### src/hdl/sts_pkg.sv
// Package for the store-to-store engine: order codes, operand fields, descriptor fields.
// Assumes a 64-bit operand with bit 0 as the most significant bit, as the order code numbers it.
package sts_pkg;

  // ------------------------------------------------------------
  // Order codes
  // ------------------------------------------------------------
  typedef enum logic [4:0] {
    str_move_one = 5'h00,
    str_move_full = 5'h01,
    str_move_fill = 5'h02,
    str_compare = 5'h03,
    str_logic_combine = 5'h04,
    byte_move_one = 5'h05,
    byte_fill_full = 5'h06,
    byte_scan_equal = 5'h07,
    byte_scan_unequal = 5'h08,
    byte_logic_combine = 5'h09,
    table_translate = 5'h0a,
    table_check = 5'h0b,
    table_lookup = 5'h0c,
    subscript_first = 5'h0d,
    subscript_next = 5'h0e
  } order_t;

  // Test register outcome codes
  typedef enum logic [1:0] {
    test_equal = 2'h0,
    test_greater = 2'h1,
    test_less = 2'h2
  } test_t;

  // ------------------------------------------------------------
  // Field positions (little-endian index = 63 - printed digit)
  // ------------------------------------------------------------
  localparam int MASK_LSB = 8;
  localparam int FILL_LSB = 0;
  localparam int FN_LSB = 16;
  localparam int LOOKUP_LSB = 0;

  // Descriptor: type [63:56], bound [55:32], origin [31:0]
  localparam int DTYPE_LSB = 56;
  localparam int DBOUND_LSB = 32;
  localparam int DORIG_LSB = 0;
  // Element size field within the type byte
  localparam int SIZE_LSB = 59;

  localparam logic [2:0] SIZE_BYTE = 3'h3;
  localparam logic [2:0] SIZE_WORD = 3'h5;
  localparam logic [1:0] TYPE_MAX_BYTESTR = 2'h2;
  localparam logic [31:0] WORD_BYTES = 32'h4;
  localparam logic [31:0] TRIPLE_BYTES = 32'hc;

  // Byte step and reset value of the test register
  localparam logic [31:0] ONE_STEP = 32'h1;
  localparam logic [1:0] TEST_RESET = 2'h0;

endpackage : sts_pkg

### src/hdl/string_store_to_store_engine.sv
// Store-to-store order engine of the secondary operand unit.
// Assumes a single-beat store port: reads answer with rd_valid, writes are taken with wr_ack.
`timescale 1ns/1ps
module string_store_to_store_engine (
  // Clock and reset
  input wire logic clk,
  input wire logic rst_n,
  // Order request from the pipeline
  input wire logic start,
  input wire logic [4:0] order,
  input wire logic [63:0] operand,
  input wire logic [63:0] main_desc_in,
  input wire logic [63:0] aux_desc_in,
  input wire logic short_source_inhibit,
  input wire logic bound_check_inhibit,
  // Main store port
  output logic rd_req,
  output logic [31:0] rd_addr,
  input wire logic rd_valid,
  input wire logic [31:0] rd_data,
  output logic wr_req,
  output logic [31:0] wr_addr,
  output logic [7:0] wr_data,
  input wire logic wr_ack,
  // Results
  output logic busy,
  output logic done,
  output logic [63:0] main_desc,
  output logic [63:0] aux_descriptor,
  output logic [1:0] test_reg,
  output logic boolean_flag,
  output logic short_source_irq,
  output logic bound_check_irq,
  output logic type_size_irq
);

  // ------------------------------------------------------------
  // State
  // ------------------------------------------------------------
  typedef enum logic [6:0] {
    st_idle = 7'b0000001,
    st_step = 7'b0000010,
    st_rd_src = 7'b0000100,
    st_rd_dst = 7'b0001000,
    st_rd_tab = 7'b0010000,
    st_write = 7'b0100000,
    st_end = 7'b1000000
  } state_t;

  state_t state_r, state_nxt;
  sts_pkg::order_t ord_r, ord_nxt;
  logic [63:0] opnd_r, opnd_nxt;
  logic [63:0] md_r, md_nxt;
  logic [63:0] xd_r, xd_nxt;
  logic [7:0] sbyte_r, sbyte_nxt;
  logic [7:0] dbyte_r, dbyte_nxt;
  logic [31:0] waddr_r, waddr_nxt;
  logic [7:0] wdata_r, wdata_nxt;
  logic [1:0] test_r, test_nxt;
  logic bn_r, bn_nxt;
  logic sss_r, sss_nxt;
  logic bch_r, bch_nxt;
  logic its_r, its_nxt;
  logic done_r, done_nxt;

  // ------------------------------------------------------------
  // Field views
  // ------------------------------------------------------------
  logic [7:0] mask;
  logic [7:0] filler;
  logic [3:0] fn;
  logic [23:0] main_bound, aux_bound;
  logic [31:0] main_origin, aux_origin;
  logic src_str, byte_src;
  logic [7:0] src_m, dst_m, logic_out, move_out;
  logic aux_ok, main_ok, main_word_ok;

  function automatic logic [63:0] advance(input logic [63:0] d, input logic [31:0] n);
    advance = {d[63:56], d[55:32] - n[23:0], d[31:0] + n};
  endfunction : advance

  always_comb begin
    mask = opnd_r[sts_pkg::MASK_LSB +: 8];
    filler = opnd_r[sts_pkg::FILL_LSB +: 8];
    fn = opnd_r[sts_pkg::FN_LSB +: 4];
    main_bound = md_r[sts_pkg::DBOUND_LSB +: 24];
    aux_bound = xd_r[sts_pkg::DBOUND_LSB +: 24];
    main_origin = md_r[sts_pkg::DORIG_LSB +: 32];
    aux_origin = xd_r[sts_pkg::DORIG_LSB +: 32];
    src_str = (ord_r <= sts_pkg::str_logic_combine);
    byte_src = (ord_r >= sts_pkg::byte_move_one) && (ord_r <= sts_pkg::byte_logic_combine);
  end

  byte_alu u_alu (
    .src(sbyte_r),
    .dst(dbyte_r),
    .mask(mask),
    .fn(fn),
    .src_m(src_m),
    .dst_m(dst_m),
    .logic_out(logic_out),
    .move_out(move_out)
  );

  desc_check u_chk_aux (
    .desc(aux_desc_in),
    .byte_str_ok(aux_ok),
    .word_vec_ok()
  );

  desc_check u_chk_main (
    .desc(main_desc_in),
    .byte_str_ok(main_ok),
    .word_vec_ok(main_word_ok)
  );

  // ------------------------------------------------------------
  // Next state
  // ------------------------------------------------------------
  always_comb begin
    state_nxt = state_r;
    ord_nxt = ord_r;
    opnd_nxt = opnd_r;
    md_nxt = md_r;
    xd_nxt = xd_r;
    sbyte_nxt = sbyte_r;
    dbyte_nxt = dbyte_r;
    waddr_nxt = waddr_r;
    wdata_nxt = wdata_r;
    test_nxt = test_r;
    bn_nxt = bn_r;
    sss_nxt = 1'b0;
    bch_nxt = 1'b0;
    its_nxt = 1'b0;
    done_nxt = 1'b0;
    unique case (state_r)
      st_idle: begin
        if (start) begin
          ord_nxt = sts_pkg::order_t'(order);
          opnd_nxt = operand;
          md_nxt = main_desc_in;
          xd_nxt = aux_desc_in;
          state_nxt = st_step;
          if (order <= sts_pkg::str_logic_combine) begin
            // source and destination checked; always raised
            if (!aux_ok || !main_ok) begin
              its_nxt = 1'b1;
              state_nxt = st_end;
            end
          end else if (order <= sts_pkg::byte_logic_combine) begin
            if (!main_ok) begin
              its_nxt = 1'b1;
              state_nxt = st_end;
            end
          end else if (order <= sts_pkg::table_check) begin
            if (!aux_ok) begin
              its_nxt = 1'b1;
              state_nxt = st_end;
            end
          end else if (order == sts_pkg::table_lookup) begin
            if (!main_word_ok) begin
              its_nxt = 1'b1;
              state_nxt = st_end;
            end
          end else if (order == sts_pkg::subscript_first) begin
            // aux takes dope descriptor, main cleared
            xd_nxt = operand;
            md_nxt = '0;
            state_nxt = st_end;
          end else begin
            state_nxt = st_end;
          end
        end
      end
      st_step: begin
        if (ord_r == sts_pkg::table_translate || ord_r == sts_pkg::table_check) begin
          if (aux_bound == '0) begin
            if (ord_r == sts_pkg::table_check) begin
              bn_nxt = 1'b1;
            end
            state_nxt = st_end;
          end else begin
            state_nxt = st_rd_src;
          end
        end else if (main_bound == '0) begin
          if (ord_r == sts_pkg::str_move_one || ord_r == sts_pkg::byte_move_one) begin
            bch_nxt = !bound_check_inhibit;
          end
          if (ord_r == sts_pkg::str_compare || ord_r == sts_pkg::byte_scan_unequal) begin
            test_nxt = sts_pkg::test_equal;
          end
          if (ord_r == sts_pkg::byte_scan_equal) begin
            test_nxt = sts_pkg::test_less;
          end
          if (ord_r == sts_pkg::table_lookup) begin
            test_nxt = sts_pkg::test_greater;
          end
          state_nxt = st_end;
        end else if (src_str && aux_bound == '0 &&
                     (ord_r == sts_pkg::str_move_full || ord_r == sts_pkg::str_logic_combine)) begin
          sss_nxt = !short_source_inhibit;
          state_nxt = st_end;
        end else if (src_str && aux_bound != '0) begin
          state_nxt = st_rd_src;
        end else begin
          // filler when source empty; operand byte
          sbyte_nxt = byte_src ? opnd_r[7:0] : filler;
          state_nxt = st_rd_dst;
        end
      end
      st_rd_src: begin
        if (rd_valid) begin
          sbyte_nxt = rd_data[7:0];
          state_nxt = (src_str) ? st_rd_dst : st_rd_tab;
        end
      end
      st_rd_tab: begin
        if (rd_valid) begin
          if (ord_r == sts_pkg::table_translate) begin
            waddr_nxt = aux_origin;
            wdata_nxt = ({rd_data[7:0]} & ~mask) | (sbyte_r & mask);
            state_nxt = st_write;
          end else if (rd_data[0]) begin
            bn_nxt = 1'b0;
            state_nxt = st_end;
          end else begin
            xd_nxt = advance(xd_r, sts_pkg::ONE_STEP);
            state_nxt = st_step;
          end
        end
      end
      st_rd_dst: begin
        if (rd_valid) begin
          dbyte_nxt = rd_data[7:0];
          state_nxt = st_write;
          waddr_nxt = main_origin;
          if (ord_r == sts_pkg::table_lookup) begin
            // mask from aux origin; match stops at element
            if ((rd_data & ~aux_origin) == (opnd_r[31:0] & ~aux_origin)) begin
              test_nxt = sts_pkg::test_equal;
              state_nxt = st_end;
            end else begin
              md_nxt = advance(md_r, sts_pkg::WORD_BYTES);
              state_nxt = st_step;
            end
          end
        end
      end
      st_write: begin
        unique case (ord_r)
          sts_pkg::str_compare, sts_pkg::byte_scan_unequal: begin
            if (src_m != dst_m) begin
              test_nxt = (src_m > dst_m) ? sts_pkg::test_greater : sts_pkg::test_less;
              state_nxt = st_end;
            end else begin
              md_nxt = advance(md_r, sts_pkg::ONE_STEP);
              if (src_str && aux_bound != '0) begin
                xd_nxt = advance(xd_r, sts_pkg::ONE_STEP);
              end
              state_nxt = st_step;
            end
          end
          sts_pkg::byte_scan_equal: begin
            if (src_m == dst_m) begin
              test_nxt = sts_pkg::test_equal;
              state_nxt = st_end;
            end else begin
              md_nxt = advance(md_r, sts_pkg::ONE_STEP);
              state_nxt = st_step;
            end
          end
          default: begin
            if (wr_ack) begin
              if (ord_r == sts_pkg::table_translate) begin
                xd_nxt = advance(xd_r, sts_pkg::ONE_STEP);
              end else begin
                md_nxt = advance(md_r, sts_pkg::ONE_STEP);
                if (src_str && aux_bound != '0) begin
                  xd_nxt = advance(xd_r, sts_pkg::ONE_STEP);
                end
              end
              if (ord_r == sts_pkg::str_move_one || ord_r == sts_pkg::byte_move_one) begin
                state_nxt = st_end;
              end else begin
                state_nxt = st_step;
              end
            end
          end
        endcase
      end
      st_end: begin
        done_nxt = 1'b1;
        state_nxt = st_idle;
      end
      default: begin
        state_nxt = st_idle;
      end
    endcase
  end

  // Write data: combine, translated byte for table_translate, else masked move
  logic [7:0] wbyte;
  always_comb begin
    if (ord_r == sts_pkg::str_logic_combine || ord_r == sts_pkg::byte_logic_combine) begin
      wbyte = logic_out;
    end else if (ord_r == sts_pkg::table_translate) begin
      wbyte = wdata_r;
    end else begin
      wbyte = move_out;
    end
  end

  // ------------------------------------------------------------
  // Registers
  // ------------------------------------------------------------
  always_ff @(posedge clk or negedge rst_n) begin
    if (!rst_n) begin
      state_r <= st_idle;
      ord_r <= sts_pkg::str_move_one;
      opnd_r <= '0;
      md_r <= '0;
      xd_r <= '0;
      sbyte_r <= '0;
      dbyte_r <= '0;
      waddr_r <= '0;
      wdata_r <= '0;
      test_r <= sts_pkg::TEST_RESET;
      bn_r <= 1'b0;
      sss_r <= 1'b0;
      bch_r <= 1'b0;
      its_r <= 1'b0;
      done_r <= 1'b0;
    end else begin
      state_r <= state_nxt;
      ord_r <= ord_nxt;
      opnd_r <= opnd_nxt;
      md_r <= md_nxt;
      xd_r <= xd_nxt;
      sbyte_r <= sbyte_nxt;
      dbyte_r <= dbyte_nxt;
      waddr_r <= waddr_nxt;
      wdata_r <= wdata_nxt;
      test_r <= test_nxt;
      bn_r <= bn_nxt;
      sss_r <= sss_nxt;
      bch_r <= bch_nxt;
      its_r <= its_nxt;
      done_r <= done_nxt;
    end
  end

  // Store port: address chosen from state, so requests follow state flops
  always_comb begin
    rd_req = (state_r == st_rd_src) || (state_r == st_rd_dst) || (state_r == st_rd_tab);
    if (state_r == st_rd_src) begin
      rd_addr = aux_origin;
    end else if (state_r == st_rd_tab) begin
      rd_addr = main_origin + {24'h0, src_m};
    end else begin
      rd_addr = main_origin;
    end
    wr_req = (state_r == st_write) && (ord_r != sts_pkg::str_compare) &&
      (ord_r != sts_pkg::byte_scan_unequal) && (ord_r != sts_pkg::byte_scan_equal);
    wr_addr = waddr_r;
    wr_data = wbyte;
    busy = (state_r != st_idle);
    done = done_r;
    main_desc = md_r;
    aux_descriptor = xd_r;
    test_reg = test_r;
    boolean_flag = bn_r;
    short_source_irq = sss_r;
    bound_check_irq = bch_r;
    type_size_irq = its_r;
  end

endmodule : string_store_to_store_engine

### src/hdl/byte_alu.sv
// Masked byte arithmetic for the store-to-store engine: mask, merge and logic combine.
// Assumes purely combinational use by the engine on the current byte pair.
`timescale 1ns/1ps
module byte_alu (
  // Operands
  input wire logic [7:0] src,
  input wire logic [7:0] dst,
  input wire logic [7:0] mask,
  input wire logic [3:0] fn,
  // Results
  output logic [7:0] src_m,
  output logic [7:0] dst_m,
  output logic [7:0] logic_out,
  output logic [7:0] move_out
);
  always_comb begin
    src_m = src & ~mask;
    dst_m = dst & ~mask;
    for (int i = 0; i < 8; i++) begin
      logic_out[i] = (dst[i] & mask[i]) |
        (~mask[i] & fn[3 - {src_m[i], dst_m[i]}]);
    end
    move_out = (dst & mask) | (src & ~mask);
  end
endmodule : byte_alu

### src/hdl/desc_check.sv
// Descriptor type and element-size check for string and table operands.
// Assumes the descriptor is the 64-bit register image given to the engine with the order.
`timescale 1ns/1ps
module desc_check (
  // Descriptor
  input wire logic [63:0] desc,
  // Results
  output logic byte_str_ok,
  output logic word_vec_ok
);
  logic [7:0] dtype;
  always_comb begin
    dtype = desc[sts_pkg::DTYPE_LSB +: 8];
    // types 0 to 2, byte element
    byte_str_ok = (dtype[7:6] <= sts_pkg::TYPE_MAX_BYTESTR) &&
      (dtype[5:3] == sts_pkg::SIZE_BYTE);
    // type 0 or 2, 32-bit element
    word_vec_ok = ((dtype[7:6] == 2'h0) || (dtype[7:6] == 2'h2)) &&
      (dtype[5:3] == sts_pkg::SIZE_WORD);
  end
endmodule : desc_check

### config.mk
export PLATFORM = sky130hd
export DESIGN_NAME = string_store_to_store_engine
export DESIGN_NICKNAME = d
export VERILOG_FILES = /design/src/hdl/sts_pkg.sv /design/src/hdl/string_store_to_store_engine.sv /design/src/hdl/byte_alu.sv /design/src/hdl/desc_check.sv
export SDC_FILE = /design/constraint.sdc
export NUM_CORES = 1
export LEC_CHECK = 0
export ABC_AREA = 1
export BUFFER_PORTS_ARGS = -buffer_cell sky130_fd_sc_hd__buf_2
export CORE_ASPECT_RATIO = 1.25
export CORE_MARGIN = 1.5
export CORE_UTILIZATION = 56
export DETAILED_ROUTE_END_ITERATION = 8
export PLACE_DENSITY = 0.83
export RECOVER_POWER = 50
export SYNTH_ARGS = -nofsm -noshare
export SYNTH_HDL_FRONTEND = slang
export SYNTH_SLANG_ARGS = --single-unit
### constraint.sdc
create_clock -name clk -period 4.37 [get_ports clk]
set_clock_uncertainty 0.2 [all_clocks]
set_input_delay 0.874 -clock clk [delete_from_list [all_inputs] [get_ports clk]]
set_output_delay 0.874 -clock clk [all_outputs]
set_load 0.05 [all_outputs]
==> summary.txt <==
Status
  • Outcome: finished, violations left
  • Failing checks: max-capacitance violations, max-slew violations

Routing
  • Vias: roughly 25000
  • Routed wire length: between 80 and 90 mm
  • Final antenna-violating net count: 0
  • Routed vias/inst: roughly 6.2
  • Iter 0 DRT Violations: about 3300
  • Drt drc: 0
  • TritonRoute pass-1 iters: 6
  • Wire per inst: about 22 um

Timing
  • Fin Hold WS: 0.2802 ns
  • Rel. slew slack: -64.13%
  • Fin crit period: around 4.2 ns
  • Fmax achieved: approximately 240 MHz
  • Final setup viols: 0
  • Worst-Margin Slew: between 2 and 2.5 ns
  • Setup ws final: ~0.14 ns
  • Fin crit share: between 90% and 100%
  • Final Hold Vio Count: 0
  • Final slew viol count: around 140

Critical path
  • Critical Path Fanout Max: 14
  • FF-to-FF path depth: 17
  • Worst path required time: about 3.3 ns
  • Crit path from: state_r[3]
  • CP Class: flop to output pin
  • Startpoint Class: flop
  • Critical Path AT: about 3.2 ns
  • RR Endpoint: aux_descriptor[18]
  • R2R Setup Slk: about 0.56 ns
  • CP Capture Type: output pin
  • Reg2Reg Launch Point: opnd_r[9]

Floorplanning
  • Row cnt: 75
  • Die Ht: around 210 um
  • Die area: 0.03493 sq mm
  • IO Pins: 446
  • Die Width: about 170 um
  • Core area: around 0.033 sq mm
  • Initial core utilization: a little under three fifths

GRT
  • Vias in the first global route: 23193
  • Global-route wire length before repair: approximately 130 mm
  • Initial antenna violation count: 10
  • Largest net degree at the start of global routing: 89
  • Total Routing Usage GR: roughly half
  • Grt total ovfl: 0

Yosys
  • Fraction of registers with async set or reset after synthesis: 100.0%
  • Sequential share of the synthesized area: between 30% and 40%
  • Yosys warning total: 0
  • Avg Cell Area, Syn: roughly 6.0 sq um
  • Number of enable flip-flop cells after synthesis: 0
  • Syn Nets: approximately 3400
  • Post-Syn Area: 0.01893 sq mm
  • Cell count after synthesis: 3172
  • Post-synthesis register bit count: 235
  • Netlist cell types: 46
  • Prevailing post-synth register cell: dfrtp_1

Clock network
  • Clock root cell: clkbuf_16
  • Clock tree buffer depth: 3
  • Num Clock Sinks: ~240
  • CTS tree: built
  • Cts bufs inserted: 27
  • Post-CTS Hold Buffers: 0
  • Worst-skew pair later-pin latency: 0.57 ns
  • CTS clock-pin slew for the worst setup and hold paths: around 0.06 ns
  • CTS H-tree depth: 1

Layout
  • Multi-input gate area: roughly 0.011 sq mm
  • Share of layout cells above drive strength 1: 14.50%
  • Final nets: 3839
  • Register Area: 0.005882 sq mm
  • Layout area overhead: 19.44%
  • Core Util, Final: about two thirds
  • Final instance area: roughly 0.023 sq mm
  • Final Non-Filler Cells: a little over 4000
  • Fill cell count: roughly 3100

Power
  • Worst VDD drop: between 0.6 and 0.7 mV
  • Power per cell area: roughly 810 mW/mm^2
  • Lkg Pwr: roughly 12 nW

Placement
  • RD Place Congestion: roughly 1.1
  • Placed Cells: 3967
  • Area after DPL: between 0.02 and 0.025 sq mm
  • Setup WS pre-CTS: between 0.2 and 0.25 ns
  • PortBufs: 445
  • DP HPWL: approximately 67 mm

Worst hold path
  • Hold Crit Depth: 2
  • Hold Path End: short_source_irq
  • Min-delay worst type: input port to flop
  • Worst hold path startpoint: short_source_inhibit

Job
  • Max-Cap Viols: 2
-- cell families after synthesis --
| kind of cell | after synthesis | share of synthesized area (%) |
|---|---|---|
| AND/OR/NAND/NOR | 1928 | 42.09 |
| XOR/XNOR | 24 | 1.110 |
| adder cells (fa/ha/maj) | 26 | 1.758 |
| multiplexers | 2 | 0.1057 |
| buffers and inverters | 442 | 9.384 |
| flip-flops | 235 | 31.07 |
| AO/OA/AOI/OAI | 515 | 14.49 |
-- cell type report --
cell class	count	area share, %
well taps	423	2.341
flip-flops and latches	235	26.01
clock buffers	37	3.508
repair buffers	509	11.78
multi-input cells	2495	50.47
inverters	309	5.129
clock inverters	9	0.6640
diodes	9	0.09960
-- metal layers --
metal / GRT usage (%) / vias to the layer above / part of all wire [%]
li1: - / 11139 / -
met1: 56.62 / 11226 / 33
met2: 77.97 / 2035 / 44
met3: 10.68 / 519 / 12
met4: 43.40 / 2 / 11
met5: 0 / - / 0.014
-- what timing repair did --
action	in CTS	in global routing
setup buffers	1	3
pin swaps	1	5
resized for setup	18	26
cloned	0	0
endpoints found under the setup margin	11	24
-- power by group --
group          switching [mW]  internal (mW)  total [mW]
clock network            1.00           1.49        2.49
registers                1.44           3.07        4.51
logic                    8.69           2.64        11.3
-- cell usage in the layout (no fill, tap or decap), drive strengths merged, types with 19 or more instances in the layout --
| cell | count |
|---|---|
| nand2 | 1053 |
| buf | 410 |
| nor2 | 401 |
| nand3 | 386 |
| o21ai | 376 |
| inv | 308 |
| dfrtp | 234 |
| clkbuf | 136 |
| a21oi | 60 |
| nand4 | 39 |
| nor3 | 34 |
| o22ai | 25 |
| ha | 25 |
| o211ai | 19 |
| xor2 | 19 |
-- worst max path at each step --
| stage | end | cells after the start |
|---|---|---|
| floorplan | rd_addr[26] | 13 |
| global placement | rd_addr[24] | 18 |
| detailed placement | rd_addr[24] | 18 |
| CTS | rd_addr[26] | 17 |
| global route | rd_addr[24] | 16 |
| finish | rd_addr[6] | 10 |
-- cell usage after synthesis, drive strengths merged, types with 2 or more instances --
master	number	share of area, %
and3	2	0.066
xor2	19	0.88
nor4	2	0.066
nand2	1053	21
xnor2	5	0.23
or2	3	0.099
o211ai	19	0.75
a211oi	3	0.12
o221ai	4	0.19
dfrtp	234	31
a31oi	8	0.26
inv	308	6.1
o31ai	7	0.28
nand4	39	1.3
o21ai	376	9.9
clkbuf	68	1.3
ha	25	1.7
a21boi	6	0.24
nor2	401	8.1
nand3b	6	0.24
nor3	34	0.96
mux2i	2	0.11
o21bai	4	0.16
buf	65	1.9
a21oi	60	1.6
nand3	386	10
o22ai	25	0.83
-- critical path, cell delays in order (launching register included) --
cell,delay (ns)
dfrtp_1,0.41
nor2_2,0.18
nand3_2,0.15
nor2_4,0.44
buf_4,0.34
inv_1,0.10
nand2_1,0.31
o22ai_1,0.11
o21bai_1,0.21
inv_1,0.08
buf_2,0.25
-- through the flow --
step / power (mW) / setup TNS [ns]
3_3_place_gp: 15.13 / 0
6_report: 18.33 / 0
2_1_floorplan: 11.67 / 0
4_1_cts: 17.91 / 0
5_1_grt: 19.16 / -0.2957
3_5_place_dp: 15.34 / 0
Note: power is estimated with default switching activity, not from simulation.
